### config.mk
export PLATFORM = sky130hd
export DESIGN_NAME = ksw_watchdog
export DESIGN_NICKNAME = d
export VERILOG_FILES = /design/src/logic/ksw_pkg.sv /design/src/logic/ksw_watchdog.sv
export SDC_FILE = /design/constraint.sdc
export NUM_CORES = 1
export LEC_CHECK = 0
export BUFFER_PORTS_ARGS = -buffer_cell sky130_fd_sc_hd__buf_2
export CORE_MARGIN = 4
export CORE_UTILIZATION = 49
export CTS_CLUSTER_SIZE = 12
export DETAILED_ROUTE_END_ITERATION = 8
export PLACE_DENSITY = 0.77
export SLEW_MARGIN = 20
export SYNTH_ARGS = -nofsm -noshare
export SYNTH_HDL_FRONTEND = slang
export SYNTH_SLANG_ARGS = --single-unit
### constraint.sdc
create_clock -name clock_i -period 1.5 [get_ports clock_i]
set_input_delay 0.45 -clock clock_i [delete_from_list [all_inputs] [get_ports clock_i]]
set_output_delay 0.45 -clock clock_i [all_outputs]
set_load 0.01 [all_outputs]
### src/logic/ksw_pkg.sv
// Purpose: constants for the key-serviced rc watchdog control logic
// Assumes: 250 MHz system clock
// Notes: key values are 9-bit words as written by software
`default_nettype none
package ksw_pkg;
  localparam int KEY_W = 9;
  localparam logic [KEY_W-1:0] KEY_ARM = 9'h0e5;
  localparam logic [KEY_W-1:0] KEY_CLEAR = 9'h0a3;
  localparam int DISCHARGE_CYCLES = 256;
  localparam logic [8:0] DISCHARGE_LAST = 9'h0ff;
  localparam logic [8:0] CNT_RESET = 9'h000;
  localparam logic ARMED_RESET = 1'b0;
  localparam logic CAUSE_RESET = 1'b0;
endpackage
`default_nettype wire

### src/logic/ksw_watchdog.sv
// Purpose: key-serviced rc watchdog: key sequence, pin discharge, trip reset
// Assumes: key writes are one-cycle strobes from logic on clock_i
// Notes: the pin is open drain, pulled low only; the rc network sets the timeout
//
// Functional notes
// arm key then clear key discharges the capacitor, restarting the delay
// any other key value written raises an immediate system reset
// arm sets armed; repeated arms keep it; clear only acts while armed
// after valid clear, sink pin current exactly 256 cycles then release
// pin reading high after threshold crossing raises a system reset
// software must service often enough that the pin never reaches threshold
// in test mode watchdog resets are suppressed
// a watchdog reset sets its own sticky reset-cause flag
// pin level is synchronised through two flip-flops before use
`default_nettype none
module ksw_watchdog
  import ksw_pkg::*;
(
  // clock and reset
  input wire logic clock_i,
  input wire logic rst_n_i,
  // key register write port
  input wire logic key_wr_i,
  input wire logic [KEY_W-1:0] key_data_i,
  // mode and cause flag control
  input wire logic test_mode_i,
  input wire logic cause_clr_i,
  // rc watchdog pin, open drain
  input wire logic pin_i,
  output logic pin_o,
  output logic pin_oe_n_o,
  // status and reset request
  output logic armed_o,
  output logic sys_reset_req_o,
  output logic cause_flag_o
);

  //////////////////////////////////////////////////////////////////////////////
  logic sync1_reg, sync2_reg;
  logic armed_reg, armed_next;
  logic dis_reg, dis_next;
  logic [8:0] cnt_reg, cnt_next;
  logic cause_reg, cause_next;
  logic req_reg, req_next;
  logic bad_key, good_clear, trip;

  // two-stage pin sync
  always_ff @(posedge clock_i or negedge rst_n_i) begin
    if (!rst_n_i) begin
      sync1_reg <= 1'b0;
      sync2_reg <= 1'b0;
    end else begin
      sync1_reg <= pin_i;
      sync2_reg <= sync1_reg;
    end
  end

  //////////////////////////////////////////////////////////////////////////////
  always_comb begin
    // illegal key value
    bad_key = key_wr_i && (key_data_i != KEY_ARM) && (key_data_i != KEY_CLEAR);
    // legal service completes
    good_clear = key_wr_i && (key_data_i == KEY_CLEAR) && armed_reg;
    // threshold crossing
    trip = sync2_reg;
    // arm state
    armed_next = armed_reg;
    if (key_wr_i && key_data_i == KEY_ARM) begin
      armed_next = 1'b1;
    end else if (good_clear) begin
      armed_next = 1'b0;
    end
    // discharge window, restarts on each valid clear
    dis_next = dis_reg;
    cnt_next = cnt_reg;
    if (good_clear) begin
      dis_next = 1'b1;
      cnt_next = CNT_RESET;
    end else if (dis_reg) begin
      cnt_next = cnt_reg + 9'h001;
      if (cnt_reg == DISCHARGE_LAST) begin
        dis_next = 1'b0;
      end
    end
    // test mode masks the request
    req_next = (bad_key || trip) && !test_mode_i;
    // sticky cause flag, set wins over clear
    cause_next = cause_reg;
    if (req_next) begin
      cause_next = 1'b1;
    end else if (cause_clr_i) begin
      cause_next = 1'b0;
    end
  end

  always_ff @(posedge clock_i or negedge rst_n_i) begin
    if (!rst_n_i) begin
      armed_reg <= ARMED_RESET;
      dis_reg <= 1'b0;
      cnt_reg <= CNT_RESET;
      cause_reg <= CAUSE_RESET;
      req_reg <= 1'b0;
    end else begin
      armed_reg <= armed_next;
      dis_reg <= dis_next;
      cnt_reg <= cnt_next;
      cause_reg <= cause_next;
      req_reg <= req_next;
    end
  end

  // pin only ever pulled low; enable is active low
  assign pin_o = 1'b0;
  assign pin_oe_n_o = ~dis_reg;
  assign armed_o = armed_reg;
  assign sys_reset_req_o = req_reg;
  assign cause_flag_o = cause_reg;

  //////////////////////////////////////////////////////////////////////////////
  property p_bad_key_reset;
    @(posedge clock_i) disable iff (!rst_n_i)
      (key_wr_i && key_data_i != KEY_ARM && key_data_i != KEY_CLEAR && !test_mode_i)
      |=> sys_reset_req_o;
  endproperty
  a_bad_key_reset: assert property (p_bad_key_reset) else $error("bad key no reset");

  property p_clear_starts;
    @(posedge clock_i) disable iff (!rst_n_i)
      (key_wr_i && key_data_i == KEY_CLEAR && armed_o) |=> !pin_oe_n_o && !armed_o;
  endproperty
  a_clear_starts: assert property (p_clear_starts) else $error("clear did not discharge");

  property p_sink_cause;
    @(posedge clock_i) disable iff (!rst_n_i)
      $fell(pin_oe_n_o) |-> $past(good_clear);
  endproperty
  a_sink_cause: assert property (p_sink_cause) else $error("sink without service");

  property p_arm_sets;
    @(posedge clock_i) disable iff (!rst_n_i)
      (key_wr_i && key_data_i == KEY_ARM) |=> armed_o;
  endproperty
  a_arm_sets: assert property (p_arm_sets) else $error("arm key not armed");

  property p_unarmed_clear;
    @(posedge clock_i) disable iff (!rst_n_i)
      (key_wr_i && key_data_i == KEY_CLEAR && !armed_o && pin_oe_n_o)
      |=> pin_oe_n_o && !armed_o;
  endproperty
  a_unarmed_clear: assert property (p_unarmed_clear) else $error("unarmed clear acted");

  property p_unarmed_hold;
    @(posedge clock_i) disable iff (!rst_n_i)
      (!armed_o && !(key_wr_i && key_data_i == KEY_ARM)) |=> !armed_o;
  endproperty
  a_unarmed_hold: assert property (p_unarmed_hold) else $error("armed without key");

  property p_discharge_len;
    @(posedge clock_i) disable iff (!rst_n_i)
      (!pin_oe_n_o && cnt_reg == DISCHARGE_LAST && !good_clear) |=> pin_oe_n_o;
  endproperty
  a_discharge_len: assert property (p_discharge_len) else $error("sink not released");

  property p_clear_restart;
    @(posedge clock_i) disable iff (!rst_n_i)
      (!pin_oe_n_o && good_clear) |=> (!pin_oe_n_o && cnt_reg == CNT_RESET);
  endproperty
  a_clear_restart: assert property (p_clear_restart) else $error("no restart");

  // counts low cycles of the enable; a clear mid-sink restarts the count
  logic [9:0] low_len;
  always_ff @(posedge clock_i or negedge rst_n_i) begin
    if (!rst_n_i) begin
      low_len <= 10'h000;
    end else begin
      low_len <= (pin_oe_n_o || good_clear) ? 10'h000 : low_len + 10'h001;
    end
  end
  property p_discharge_max;
    @(posedge clock_i) disable iff (!rst_n_i)
      low_len <= 10'(DISCHARGE_CYCLES);
  endproperty
  a_discharge_max: assert property (p_discharge_max) else $error("discharge too long");

  property p_discharge_end;
    @(posedge clock_i) disable iff (!rst_n_i)
      ($rose(pin_oe_n_o) && !$past(key_wr_i)) |-> low_len == 10'(DISCHARGE_CYCLES);
  endproperty
  a_discharge_end: assert property (p_discharge_end) else $error("discharge width wrong");

  property p_trip_reset;
    @(posedge clock_i) disable iff (!rst_n_i)
      (pin_i && !test_mode_i) ##1 (!test_mode_i) ##1 !test_mode_i |=> sys_reset_req_o;
  endproperty
  a_trip_reset: assert property (p_trip_reset) else $error("trip no reset");

  property p_test_mask;
    @(posedge clock_i) disable iff (!rst_n_i)
      test_mode_i |=> !sys_reset_req_o;
  endproperty
  a_test_mask: assert property (p_test_mask) else $error("reset in test mode");

  property p_cause_set;
    @(posedge clock_i) disable iff (!rst_n_i)
      sys_reset_req_o |-> cause_flag_o;
  endproperty
  a_cause_set: assert property (p_cause_set) else $error("cause flag missing");

  property p_bad_key_cause;
    @(posedge clock_i) disable iff (!rst_n_i)
      (key_wr_i && key_data_i != KEY_ARM && key_data_i != KEY_CLEAR && !test_mode_i)
      |=> cause_flag_o;
  endproperty
  a_bad_key_cause: assert property (p_bad_key_cause) else $error("bad key no cause");

  property p_sync_delay;
    @(posedge clock_i) disable iff (!rst_n_i)
      (!pin_i ##1 !pin_i) |=> !sync2_reg;
  endproperty
  a_sync_delay: assert property (p_sync_delay) else $error("sync too fast");

  // exact two-edge latency, skipped until both stages hold post-reset samples
  property p_sync_exact;
    @(posedge clock_i) disable iff (!rst_n_i)
      ($past(rst_n_i) && $past(rst_n_i, 2)) |-> sync2_reg == $past(pin_i, 2);
  endproperty
  a_sync_exact: assert property (p_sync_exact) else $error("sync latency wrong");

endmodule // ksw_watchdog
`default_nettype wire

==> flow_summary.html, run 1 <==
<table>
<tr><th>Metric</th><th>Value</th></tr>
<tr><th colspan="2">Placement</th></tr>
<tr><td>Standard cell area after detailed placement</td><td>862 sq um</td></tr>
<tr><td>Detailed-placement wirelength estimate</td><td>1.21 mm</td></tr>
<tr><td>Port Buf Inserts</td><td>18</td></tr>
<tr><td>Last weighted congestion value of the routability-driven placer</td><td>0.726</td></tr>
<tr><th colspan="2">Worst setup path</th></tr>
<tr><td>Reg2Reg Setup Slack</td><td>0.12 ns</td></tr>
<tr><td>CP max FO</td><td>6</td></tr>
<tr><td>Worst r2r src</td><td>cnt_reg[0]</td></tr>
<tr><td>Crit-path slowest cell</td><td>sky130_fd_sc_hd__dfrtp_1</td></tr>
<tr><td>Crit path DAT</td><td>0.94 ns</td></tr>
<tr><td>Capturing element type of the critical path</td><td>primary output</td></tr>
<tr><td>Req. time, crit path</td><td>1.05 ns</td></tr>
<tr><td>Slowest cell delay on critical path</td><td>0.45 ns</td></tr>
<tr><td>Stages on worst setup path</td><td>2</td></tr>
<tr><td>Cell Chain, Critical Path</td><td>inv_1 &gt; buf_2</td></tr>
<tr><td>Crit path to</td><td>pin_oe_n_o</td></tr>
<tr><td>Crit path kind</td><td>reg2out</td></tr>
<tr><td>Worst reg2reg path depth</td><td>5</td></tr>
<tr><td>Dominant delay contributor by cell family on the critical path</td><td>flip-flops</td></tr>
<tr><td>Number of buffers and inverters on the critical path</td><td>2</td></tr>
<tr><td>Worst setup startpoint</td><td>dis_reg</td></tr>
<tr><td>Kind of start point of the critical path</td><td>register</td></tr>
<tr><td>Worst reg2reg endpoint</td><td>cnt_reg[8]</td></tr>
<tr><th colspan="2">GRT</th></tr>
<tr><td>Wire length of the first global-routing pass</td><td>2.49 mm</td></tr>
<tr><td>Total grt overflow</td><td>0</td></tr>
<tr><td>Total GRT Usage</td><td>15.8%</td></tr>
<tr><td>Maximum number of pins on one net before global-route repair</td><td>16</td></tr>
<tr><td>Via count of the first global-routing pass</td><td>593</td></tr>
<tr><td>Number of antenna violations at the first check in global routing</td><td>0</td></tr>
<tr><th colspan="2">Route</th></tr>
<tr><td>Final WL</td><td>1.49 mm</td></tr>
<tr><td>Via count</td><td>567</td></tr>
<tr><td>Drt drc</td><td>0</td></tr>
<tr><td>Drt first-iter violations</td><td>12</td></tr>
<tr><td>Detail Route Antenna Nets</td><td>0</td></tr>
<tr><td>Iteration count of the initial detailed-routing pass</td><td>3</td></tr>
<tr><td>Vias per Instance</td><td>5.35</td></tr>
<tr><td>Average detailed-routed wire length per instance</td><td>14.0 um</td></tr>
<tr><th colspan="2">Cells and area</th></tr>
<tr><td>Flip-flop count of the largest register after layout</td><td>9</td></tr>
<tr><td>Final Net Count</td><td>109</td></tr>
<tr><td>Layout overhead on the synthesized area</td><td>19.0%</td></tr>
<tr><td>Share of layout cells above drive strength 1</td><td>30.8%</td></tr>
<tr><td>Final design area excluding fillers</td><td>893 sq um</td></tr>
<tr><td>Share of the core filled with cells</td><td>65.4%</td></tr>
<tr><td>Number of antenna repair diodes</td><td>0</td></tr>
<tr><td>Number of fillers in the final layout</td><td>117</td></tr>
<tr><th colspan="2">Synth</th></tr>
<tr><td>Share of async-settable or async-resettable flops after synthesis</td><td>100%</td></tr>
<tr><td>Syn_nets</td><td>86</td></tr>
<tr><td>Number of synthesized register bits</td><td>15</td></tr>
<tr><td>Sequential fraction of the synthesis area</td><td>50.0%</td></tr>
<tr><td>Summed instance area of the synthesized netlist</td><td>751 sq um</td></tr>
<tr><td>Mean area per synthesized cell</td><td>10.9 sq um</td></tr>
<tr><td>Syn Inst Count</td><td>69</td></tr>
<tr><td>Post-synth EDFFs</td><td>0</td></tr>
<tr><td>Post-synthesis cell type count</td><td>29</td></tr>
<tr><td>Count of yosys warnings during synthesis</td><td>0</td></tr>
<tr><td>Synth Flop Type</td><td>sky130_fd_sc_hd__dfrtp_1</td></tr>
<tr><th colspan="2">Hold path</th></tr>
<tr><td>Class of the tightest hold or removal check</td><td>in2async</td></tr>
<tr><th colspan="2">CTS</th></tr>
<tr><td>Clock root buffer</td><td>sky130_fd_sc_hd__clkbuf_4</td></tr>
<tr><td>Depth of the CTS H-tree</td><td>1</td></tr>
<tr><td>Clock tree from TritonCTS</td><td>yes</td></tr>
<tr><td>Number of buffers added by the clock tree synthesis step</td><td>3</td></tr>
<tr><td>Clock-pin slew on the worst setup and hold paths</td><td>0.09 ns</td></tr>
<tr><td>Largest buffer count on any clock path</td><td>2</td></tr>
<tr><td>Number of sinks on the clock net</td><td>15</td></tr>
<tr><td>Post-CTS setup buffer count</td><td>0</td></tr>
<tr><td>Clk Latency, worst-skew pair</td><td>0.27 ns</td></tr>
<tr><th colspan="2">Floorplanning</th></tr>
<tr><td>Die Wd</td><td>47.1 um</td></tr>
<tr><td>Standard cell core area</td><td>1370 sq um</td></tr>
<tr><td>Ports</td><td>20</td></tr>
<tr><td>Starting Density</td><td>54.9%</td></tr>
<tr><td>Die Footprint</td><td>2220 sq um</td></tr>
<tr><td>Number of rows created at floorplan</td><td>13</td></tr>
<tr><td>Vertical extent of the die</td><td>47.1 um</td></tr>
<tr><th colspan="2">Power</th></tr>
<tr><td>Combinational fraction of design power</td><td>17.4%</td></tr>
<tr><td>Register share of total power</td><td>59.6%</td></tr>
<tr><td>Net switching fraction of the power</td><td>30.5%</td></tr>
<tr><td>Overall power of the completed layout</td><td>0.975 mW</td></tr>
<tr><td>Internal Pwr Total</td><td>0.677 mW</td></tr>
<tr><td>Net switching power</td><td>0.298 mW</td></tr>
<tr><td>Areal power density over the cells</td><td>1090 nW/um^2</td></tr>
<tr><td>Peak supply drop</td><td>0.000659 V</td></tr>
<tr><td>Share of total power in the clock network</td><td>23.0%</td></tr>
<tr><td>Static leakage</td><td>0.406 nW</td></tr>
<tr><th colspan="2">Timing</th></tr>
<tr><td>RSZ-0062 raised after global routing</td><td>no</td></tr>
<tr><td>Clock Skews</td><td>0.00217 ns</td></tr>
<tr><td>Final period util</td><td>92.4%</td></tr>
<tr><td>Final Max Tran Viols</td><td>0</td></tr>
<tr><td>Final Hold Violating Endpoints</td><td>0</td></tr>
<tr><td>Final worst path period need</td><td>1.39 ns</td></tr>
<tr><td>Count of final setup violators</td><td>0</td></tr>
<tr><td>Maximum clock frequency</td><td>0.721 GHz</td></tr>
<tr><th colspan="2">Flow run</th></tr>
<tr><td>Max capacitance violation total</td><td>0</td></tr>
<tr><th colspan="2">Outcome</th></tr>
<tr><td>Outcome</td><td>complete, no violations</td></tr>
</table>
==> cell type report <==
cell class                 instances  area, sq um  share of cell area, %
sequential                        15          375                   42.0
multi-input combinational         49          357                   39.9
timing repair buffer              20          105                   11.8
clock buffer                       4         26.3                   2.94
tap                               15         18.8                   2.10
inverter                           3         11.3                   1.26
==> metrics by stage <==
step | TNS [ns] | setup WS [ns] | hold slack [ns] | instances
5_1_grt | 0 | 0.00683 | 0.0697 | 106
3_5_place_dp | -0.186 | -0.0836 | 0.343 | 102
2_1_floorplan | 0 | 0.0817 | 0.154 | 69
6_report | 0 | 0.114 | 0.0668 | 106
4_1_cts | 0 | 0.0717 | 0.0729 | 106
3_3_place_gp | -0.0744 | -0.0588 | 0.340 | 102
==> cell usage in the layout, fill, tap and decap left out, drive strengths merged <==
master,n
a2111oi,1
a211oi,1
a21oi,3
buf,20
clkbuf,4
conb,1
dfrtp,15
ha,2
inv,3
mux2i,1
nand2,3
nand2b,2
nand3,3
nand3b,2
nand4,3
nand4bb,1
nor2,8
nor3,1
nor4,1
o21ai,3
o21bai,1
o311ai,1
o31ai,1
o32ai,1
or2,1
or3,3
or3b,1
xnor2,1
xor2,3
==> Yosys cell counts, types with 2 or more instances <==
cell type | n | share of area, %
sky130_fd_sc_hd__nand4_1 | 3 | 2.5
sky130_fd_sc_hd__nand3_1 | 3 | 2.0
sky130_fd_sc_hd__nand3b_1 | 2 | 2.0
sky130_fd_sc_hd__nand2b_1 | 2 | 1.7
sky130_fd_sc_hd__nor2_1 | 8 | 4.0
sky130_fd_sc_hd__a21oi_1 | 3 | 2.0
sky130_fd_sc_hd__o21ai_0 | 3 | 2.0
sky130_fd_sc_hd__inv_1 | 3 | 1.5
sky130_fd_sc_hd__nand2_1 | 3 | 1.5
sky130_fd_sc_hd__xor2_1 | 3 | 3.5
sky130_fd_sc_hd__ha_1 | 2 | 3.3
sky130_fd_sc_hd__dfrtp_1 | 15 | 50
sky130_fd_sc_hd__or3_1 | 3 | 2.5
==> worst min path at each step <==
stage,slack (ns),to
4_1_cts,0.07,cnt_reg[6]
6_report,0.07,cnt_reg[6]
3_3_place_gp,0.34,sync2_reg
2_1_floorplan,0.15,armed_o
5_1_grt,0.07,armed_o
3_5_place_dp,0.34,sync2_reg
==> power by group through the flow <==
| stage | Combinational (mW) | Sequential [mW] | Clock [mW] |
|---|---|---|---|
| 2_1_floorplan | 0.117 | 0.570 | 0 |
| 3_3_place_gp | 0.158 | 0.584 | 0 |
| 3_5_place_dp | 0.173 | 0.589 | 0 |
| 4_1_cts | 0.173 | 0.581 | 0.232 |
| 5_1_grt | 0.199 | 0.594 | 0.253 |
| 6_report | 0.170 | 0.581 | 0.224 |
==> per-layer routing <==
metal	wire length (um)	global-route usage (%)	share of wire (%)	up-vias
met5	0	0	0	-
met4	0	0	0	0
met3	54	4.21	3.6	0
met2	746	28.7	50	8
met1	687	19.9	46	270
li1	-	-	-	289
==> worst reg2reg max path, cell delays in order (launching register included) <==
cell                       delay [ns]
sky130_fd_sc_hd__dfrtp_1         0.41
sky130_fd_sc_hd__ha_1            0.26
sky130_fd_sc_hd__nand3_1         0.09
sky130_fd_sc_hd__nor2_1          0.05
sky130_fd_sc_hd__ha_1            0.28
sky130_fd_sc_hd__a211oi_2        0.21
==> cells by family after synthesis <==
group	share of synthesized area (%)
buf+inv	3.17
flops	50.0
compound gates	11.3
mux	1.33
other cells	0.500
fa+ha+maj	3.33
simple gates	25.7
xor+xnor	4.67
==> what timing repair did <==
action / in CTS / in global routing
hold buffers: 0 / 0
setup endpoints to repair: 0 / 1
gates resized for setup: 0 / 1
(Power assumes the default switching activity.)
==> run 2: changes to the inputs <==
--- a/config.mk
+++ b/config.mk
@@ -7,10 +7,10 @@
 export LEC_CHECK = 0
 export BUFFER_PORTS_ARGS = -buffer_cell sky130_fd_sc_hd__buf_2
 export CORE_MARGIN = 4
-export CORE_UTILIZATION = 49
+export CORE_UTILIZATION = 45
 export CTS_CLUSTER_SIZE = 12
 export DETAILED_ROUTE_END_ITERATION = 8
-export PLACE_DENSITY = 0.77
+export PLACE_DENSITY = 0.75
 export SLEW_MARGIN = 20
 export SYNTH_ARGS = -nofsm -noshare
 export SYNTH_HDL_FRONTEND = slang
==> constraint.sdc (replaced) <==
create_clock -name clock_i -period 1.2 [get_ports clock_i]
set_input_delay 0.36 -clock clock_i [delete_from_list [all_inputs] [get_ports clock_i]]
set_output_delay 0.36 -clock clock_i [all_outputs]
set_load 0.01 [all_outputs]
==> flow_summary.html, run 2 (synthesized netlist as in run 1, its figures left out) <==
<table>
<tr><th>Metric</th><th>Value</th></tr>
<tr><th colspan="2">Outcome</th></tr>
<tr><td>Outcome</td><td>complete, but fails checks</td></tr>
<tr><td>Failing checks</td><td>setup timing</td></tr>
<tr><th colspan="2">Placement</th></tr>
<tr><td>Last weighted congestion value of the routability-driven placer</td><td>0.755</td></tr>
<tr><td>Standard cell area after detailed placement</td><td>956 sq um</td></tr>
<tr><td>Port Buf Inserts</td><td>18</td></tr>
<tr><td>Detailed-placement wirelength estimate</td><td>1.20 mm</td></tr>
<tr><td># placed instances</td><td>113</td></tr>
<tr><th colspan="2">CTS</th></tr>
<tr><td>Clock-pin slew on the worst setup and hold paths</td><td>0.09 ns</td></tr>
<tr><td>Number of buffers added by the clock tree synthesis step</td><td>3</td></tr>
<tr><td>Clk Latency, worst-skew pair</td><td>0.28 ns</td></tr>
<tr><td>Clock tree from TritonCTS</td><td>yes</td></tr>
<tr><td>Number of sinks on the clock net</td><td>15</td></tr>
<tr><td>Depth of the CTS H-tree</td><td>1</td></tr>
<tr><td>Largest buffer count on any clock path</td><td>2</td></tr>
<tr><td>Clock root buffer</td><td>sky130_fd_sc_hd__clkbuf_4</td></tr>
<tr><th colspan="2">Worst setup path</th></tr>
<tr><td>Reg2Reg Setup Slack</td><td>-0.09 ns</td></tr>
<tr><td>Crit path DAT</td><td>1.51 ns</td></tr>
<tr><td>Worst reg2reg path depth</td><td>4</td></tr>
<tr><td>Kind of start point of the critical path</td><td>register</td></tr>
<tr><td>Worst r2r src</td><td>cnt_reg[0]</td></tr>
<tr><td>Crit path to</td><td>cnt_reg[5]</td></tr>
<tr><td>Worst setup startpoint</td><td>cnt_reg[0]</td></tr>
<tr><td>Crit path kind</td><td>reg2reg</td></tr>
<tr><td>CP max FO</td><td>5</td></tr>
<tr><td>Req. time, crit path</td><td>1.42 ns</td></tr>
<tr><td>Capturing element type of the critical path</td><td>register</td></tr>
<tr><td>Worst reg2reg endpoint</td><td>cnt_reg[5]</td></tr>
<tr><th colspan="2">Floorplanning</th></tr>
<tr><td>Ports</td><td>20</td></tr>
<tr><td>Starting Density</td><td>48.7%</td></tr>
<tr><td>Number of rows created at floorplan</td><td>14</td></tr>
<tr><td>Die Wd</td><td>48.8 um</td></tr>
<tr><td>Standard cell core area</td><td>1540 sq um</td></tr>
<tr><td>Vertical extent of the die</td><td>48.8 um</td></tr>
<tr><td>Die Footprint</td><td>2390 sq um</td></tr>
<tr><th colspan="2">Timing</th></tr>
<tr><td>Final period util</td><td>108%</td></tr>
<tr><td>RSZ-0062 raised after global routing</td><td>yes</td></tr>
<tr><td>Final worst path period need</td><td>1.29 ns</td></tr>
<tr><td>Setup slack after layout</td><td>-0.0902 ns</td></tr>
<tr><td>Final Max Tran Viols</td><td>0</td></tr>
<tr><td>Count of final setup violators</td><td>5</td></tr>
<tr><td>Clock Skews</td><td>0.000730 ns</td></tr>
<tr><td>Maximum clock frequency</td><td>0.775 GHz</td></tr>
<tr><td>Final Hold Violating Endpoints</td><td>0</td></tr>
<tr><th colspan="2">Hold path</th></tr>
<tr><td>Hold path startpoint</td><td>pin_i</td></tr>
<tr><td>Class of the tightest hold or removal check</td><td>in2reg</td></tr>
<tr><th colspan="2">GRT</th></tr>
<tr><td>Total grt overflow</td><td>0</td></tr>
<tr><td>Maximum number of pins on one net before global-route repair</td><td>16</td></tr>
<tr><td>Number of antenna violations at the first check in global routing</td><td>0</td></tr>
<tr><td>Via count of the first global-routing pass</td><td>738</td></tr>
<tr><td>Wire length of the first global-routing pass</td><td>3.02 mm</td></tr>
<tr><td>Total GRT Usage</td><td>16.1%</td></tr>
<tr><th colspan="2">Cells and area</th></tr>
<tr><td>Final Net Count</td><td>127</td></tr>
<tr><td>Post-route non-filler standard cell count</td><td>125</td></tr>
<tr><td>Most used cells in the layout excluding fill and tap cells</td><td>sky130_fd_sc_hd__buf_4, sky130_fd_sc_hd__buf_2, sky130_fd_sc_hd__dfrtp_1</td></tr>
<tr><td>Flip-flop count of the largest register after layout</td><td>9</td></tr>
<tr><td>Most common cell after layout, fill and taps aside</td><td>sky130_fd_sc_hd__buf_4</td></tr>
<tr><td>Final design area excluding fillers</td><td>1070 sq um</td></tr>
<tr><td>Layout overhead on the synthesized area</td><td>42.8%</td></tr>
<tr><td>Number of antenna repair diodes</td><td>0</td></tr>
<tr><td>Share of layout cells above drive strength 1</td><td>47.7%</td></tr>
<tr><td>Share of the core filled with cells</td><td>69.6%</td></tr>
<tr><th colspan="2">Route</th></tr>
<tr><td>Drt first-iter violations</td><td>5</td></tr>
<tr><td>Drt drc</td><td>0</td></tr>
<tr><td>Iteration count of the initial detailed-routing pass</td><td>4</td></tr>
<tr><td>Vias per Instance</td><td>5.41</td></tr>
<tr><td>Average detailed-routed wire length per instance</td><td>13.3 um</td></tr>
<tr><td>Detail Route Antenna Nets</td><td>0</td></tr>
<tr><td>Final WL</td><td>1.67 mm</td></tr>
<tr><td>Via count</td><td>676</td></tr>
<tr><th colspan="2">Power</th></tr>
<tr><td>Peak supply drop</td><td>0.00105 V</td></tr>
<tr><td>Static leakage</td><td>0.487 nW</td></tr>
<tr><td>Areal power density over the cells</td><td>1310 nW/um^2</td></tr>
<tr><th colspan="2">Flow run</th></tr>
<tr><td>Max capacitance violation total</td><td>0</td></tr>
</table>
## run 2: per-stage QoR
| stage | total power [mW] | setup slack (ns) | setup TNS [ns] | hold WS, ns |
|---|---|---|---|---|
| floorplan | 0.863 | -0.102 | -0.938 | 0.0644 |
| global placement | 1.01 | -0.227 | -2.34 | 0.278 |
| detailed placement | 1.04 | -0.249 | -2.76 | 0.277 |
| CTS | 1.39 | -0.0620 | -0.266 | 0.165 |
| global route | 1.51 | -0.159 | -0.695 | 0.164 |
| finish | 1.40 | -0.0902 | -0.286 | 0.182 |
## run 2: report_power, final
group,switching (mW),internal (mW)
Clock,0.156,0.124
Combinational,0.189,0.226
Sequential,0.0904,0.614
## run 2: final cells by class
cell class              count  area (sq um)
fillers                   116           469
multi-input cells          49           385
flip-flops and latches     15           375
repair buffers             38           253
clock buffers               3          22.5
well taps                  16          20.0
inverters                   3          11.3
clock inverters             1          5.00
## run 2: per-layer routing
metal  global-route usage [%]  vias to the layer above  part of all wire (%)
li1                         -                      325                     -
met2                     28.9                       13                    54
met4                     4.48                        0                  0.96
met1                     17.5                      336                    41
met3                     5.81                        2                   3.2
met5                        0                        -                     0
## run 2: worst max-delay path, stage by stage (launching register included)
cell                      delay (ns)
sky130_fd_sc_hd__dfrtp_1        0.38
sky130_fd_sc_hd__buf_6          0.11
sky130_fd_sc_hd__nand4_1        0.20
sky130_fd_sc_hd__or3_1          0.42
sky130_fd_sc_hd__a21oi_2        0.12
## run 2: what timing repair did
action | 4_1_cts | 5_1_grt
endpoints found under the setup margin | 6 | 9
setup buffers | 6 | 2
hold buffers | 1 | 0
pin swaps | 3 | 10
gates cloned | 0 | 0
endpoints found under the hold margin | 15 | 0
resized for setup | 1 | 7
## run 2: how the worst min path moves through the flow
stage / to / slack (ns) / cells past startpoint
final: sync1_reg / 0.18 / 1
after global routing: sync1_reg / 0.16 / 1
after CTS: sync1_reg / 0.16 / 1
after detailed placement: cnt_reg[1] / 0.28 / 1
after global placement: cnt_reg[1] / 0.28 / 1
after floorplan: armed_o / 0.06 / 0
==> run 3: changes to the inputs <==
--- a/config.mk
+++ b/config.mk
@@ -6,8 +6,8 @@
 export NUM_CORES = 1
 export LEC_CHECK = 0
 export BUFFER_PORTS_ARGS = -buffer_cell sky130_fd_sc_hd__buf_2
-export CORE_MARGIN = 4
 export CORE_UTILIZATION = 45
+export CTS_BUF_LIST = sky130_fd_sc_hd__clkbuf_16
 export CTS_CLUSTER_SIZE = 12
 export DETAILED_ROUTE_END_ITERATION = 8
 export PLACE_DENSITY = 0.75
==> flow_summary.html, run 3 (synthesized netlist as in run 1, its figures left out) <==
<table>
<tr><th>Metric</th><th>Value</th></tr>
<tr><th colspan="2">Route</th></tr>
<tr><td>Detail Route met3 WL</td><td>42 um</td></tr>
<tr><td>Via count</td><td>628</td></tr>
<tr><td>Vias per Instance</td><td>5.28</td></tr>
<tr><td>Top routing layer in use</td><td>met4</td></tr>
<tr><td>Detail Route Antenna Nets</td><td>0</td></tr>
<tr><td>Routed metal-1 wirelength</td><td>743 um</td></tr>
<tr><td>Average detailed-routed wire length per instance</td><td>13.2 um</td></tr>
<tr><td>Drt drc</td><td>0</td></tr>
<tr><td>Iteration count of the initial detailed-routing pass</td><td>4</td></tr>
<tr><td>Final WL</td><td>1.57 mm</td></tr>
<tr><td>Met2 wire length</td><td>769 um</td></tr>
<tr><td>Drt first-iter violations</td><td>10</td></tr>
<tr><th colspan="2">Cells and area</th></tr>
<tr><td>Share of the core filled with cells</td><td>73.2%</td></tr>
<tr><td>Flip-flop count of the largest register after layout</td><td>9</td></tr>
<tr><td>Layout overhead on the synthesized area</td><td>48.7%</td></tr>
<tr><td>Most used cells in the layout excluding fill and tap cells</td><td>sky130_fd_sc_hd__dfrtp_1, sky130_fd_sc_hd__buf_2, sky130_fd_sc_hd__buf_4</td></tr>
<tr><td>Share of layout cells above drive strength 1</td><td>47.6%</td></tr>
<tr><td>Number of antenna repair diodes</td><td>0</td></tr>
<tr><td>Final Net Count</td><td>121</td></tr>
<tr><th colspan="2">Worst setup path</th></tr>
<tr><td>Dominant delay contributor by cell family on the critical path</td><td>adder cells</td></tr>
<tr><td>Slowest cell delay on critical path</td><td>0.40 ns</td></tr>
<tr><td>Crit-path slowest cell</td><td>sky130_fd_sc_hd__dfrtp_1</td></tr>
<tr><td>CP max FO</td><td>3</td></tr>
<tr><td>Number of buffers and inverters on the critical path</td><td>0</td></tr>
<tr><td>Capturing element type of the critical path</td><td>register</td></tr>
<tr><td>Cell Chain, Critical Path</td><td>ha_4 &gt; nand3_2 &gt; nor2_2 &gt; ha_1 &gt; a211oi_2</td></tr>
<tr><td>Req. time, crit path</td><td>1.35 ns</td></tr>
<tr><td>Kind of start point of the critical path</td><td>register</td></tr>
<tr><td>Crit path DAT</td><td>1.44 ns</td></tr>
<tr><td>Crit path kind</td><td>reg2reg</td></tr>
<tr><th colspan="2">Timing</th></tr>
<tr><td>RSZ-0062 raised after global routing</td><td>yes</td></tr>
<tr><td>Final worst path period need</td><td>1.28 ns</td></tr>
<tr><td>Clock Skews</td><td>0.000405 ns</td></tr>
<tr><td>Count of final setup violators</td><td>3</td></tr>
<tr><td>Maximum clock frequency</td><td>0.780 GHz</td></tr>
<tr><td>Final Hold Violating Endpoints</td><td>0</td></tr>
<tr><td>Final Max Tran Viols</td><td>0</td></tr>
<tr><td>Final period util</td><td>107%</td></tr>
<tr><td>Worst hold-check slack</td><td>0.00975 ns</td></tr>
<tr><td>Setup slack after layout</td><td>-0.0814 ns</td></tr>
<tr><td>Setup tns final</td><td>-0.165 ns</td></tr>
<tr><th colspan="2">CTS</th></tr>
<tr><td>Clk Latency, worst-skew pair</td><td>0.24 ns</td></tr>
<tr><td>Clock-pin slew on the worst setup and hold paths</td><td>0.05 ns</td></tr>
<tr><td>Number of sinks on the clock net</td><td>15</td></tr>
<tr><td>Clock root buffer</td><td>sky130_fd_sc_hd__clkbuf_16</td></tr>
<tr><td>Number of hold-repair buffers added at the cts stage</td><td>0</td></tr>
<tr><td>Depth of the CTS H-tree</td><td>1</td></tr>
<tr><td>Number of buffers added by the clock tree synthesis step</td><td>3</td></tr>
<tr><td>Largest buffer count on any clock path</td><td>2</td></tr>
<tr><td>Clock tree from TritonCTS</td><td>yes</td></tr>
<tr><th colspan="2">Flow run</th></tr>
<tr><td>Max capacitance violation total</td><td>0</td></tr>
<tr><th colspan="2">Floorplanning</th></tr>
<tr><td>Vertical extent of the die</td><td>42.8 um</td></tr>
<tr><td>Ports</td><td>20</td></tr>
<tr><td>Die Wd</td><td>42.8 um</td></tr>
<tr><td>Number of rows created at floorplan</td><td>14</td></tr>
<tr><td>Standard cell core area</td><td>1520 sq um</td></tr>
<tr><td>Starting Density</td><td>49.3%</td></tr>
<tr><td>Die Footprint</td><td>1840 sq um</td></tr>
<tr><th colspan="2">Power</th></tr>
<tr><td>Areal power density over the cells</td><td>1540 nW/um^2</td></tr>
<tr><td>Static leakage</td><td>0.494 nW</td></tr>
<tr><td>Peak supply drop</td><td>0.00118 V</td></tr>
<tr><td>Overall power of the completed layout</td><td>1.72 mW</td></tr>
<tr><th colspan="2">Placement</th></tr>
<tr><td>Worst Setup Slack post-DPL</td><td>-0.256 ns</td></tr>
<tr><td>Port Buf Inserts</td><td>18</td></tr>
<tr><td>Last weighted congestion value of the routability-driven placer</td><td>0.784</td></tr>
<tr><td>Detailed-placement wirelength estimate</td><td>1.06 mm</td></tr>
<tr><th colspan="2">GRT</th></tr>
<tr><td>Via count of the first global-routing pass</td><td>594</td></tr>
<tr><td>Number of antenna violations at the first check in global routing</td><td>0</td></tr>
<tr><td>Wire length of the first global-routing pass</td><td>2.65 mm</td></tr>
<tr><td>Total grt overflow</td><td>0</td></tr>
<tr><td>Total GRT Usage</td><td>19.9%</td></tr>
<tr><td>Maximum number of pins on one net before global-route repair</td><td>16</td></tr>
<tr><th colspan="2">Outcome</th></tr>
<tr><td>Failing checks</td><td>setup timing</td></tr>
<tr><td>Outcome</td><td>complete, but fails checks</td></tr>
<tr><th colspan="2">Hold path</th></tr>
<tr><td>Class of the tightest hold or removal check</td><td>in2async</td></tr>
</table>
[run 3: cell types whose count changed in the layout (fill, tap and decap cells not counted)]
cell,previous run,this run
sky130_fd_sc_hd__buf_2,17,14
sky130_fd_sc_hd__buf_4,18,12
sky130_fd_sc_hd__buf_6,2,6
sky130_fd_sc_hd__clkbuf_16,0,3
sky130_fd_sc_hd__clkbuf_4,3,0
sky130_fd_sc_hd__dfrtp_1,15,14
sky130_fd_sc_hd__dfrtp_2,0,1
sky130_fd_sc_hd__dlygate4sd3_1,1,0
sky130_fd_sc_hd__ha_2,1,0
sky130_fd_sc_hd__ha_4,0,1
sky130_fd_sc_hd__or3_1,3,2
sky130_fd_sc_hd__or3_4,0,1
[run 3: report_power, final]
| group | switching, mW | internal [mW] | leakage [nW] | total, mW |
|---|---|---|---|---|
| combinational | 0.161 | 0.186 | 0.273 | 0.347 |
| clock | 0.206 | 0.445 | 0.0409 | 0.652 |
| sequential | 0.101 | 0.616 | 0.180 | 0.717 |
[run 3: through the flow]
stage | std cells | cell area, sq um
global placement | 112 | 948
global route | 119 | 1120
floorplan | 69 | 768
detailed placement | 112 | 948
finish | 119 | 1120
CTS | 118 | 1060
[run 3: final cells by class]
cell class | count | area, sq um
Multi-Input combinational cell | 49 | 400
Clock buffer | 3 | 75.1
Tap cell | 16 | 20.0
Sequential cell | 15 | 377
Fill cell | 102 | 408
Clock inverter | 1 | 5.00
Inverter | 3 | 11.3
Timing Repair Buffer | 32 | 228
[run 3: path summary, 6_finish.rpt]
path                       slack, ns       start  cells after the start         end
max                            -0.08  cnt_reg[0]                      5  cnt_reg[8]
min                             0.01     rst_n_i                      1  cnt_reg[2]
max reg2reg                    -0.08  cnt_reg[0]                      5  cnt_reg[8]
min reg2reg                     0.36   sync1_reg                      0   sync2_reg
max in group asynchronous       0.92     rst_n_i                      1     dis_reg
min in group clock_i            0.22       pin_i                      1   sync1_reg
[run 3: repair_timing]
item,4_1_cts,5_1_grt
setup endpoints to repair,3,11
pin swaps,3,7
gates resized for setup,4,11
setup buffers,2,2
hold endpoints to repair,0,0
[run 3: layer usage]
layer,track usage (%),vias to the layer above
met5,0,-
met1,26.5,306
met4,5.63,0
li1,-,314
met3,7.66,2
met2,30.3,6
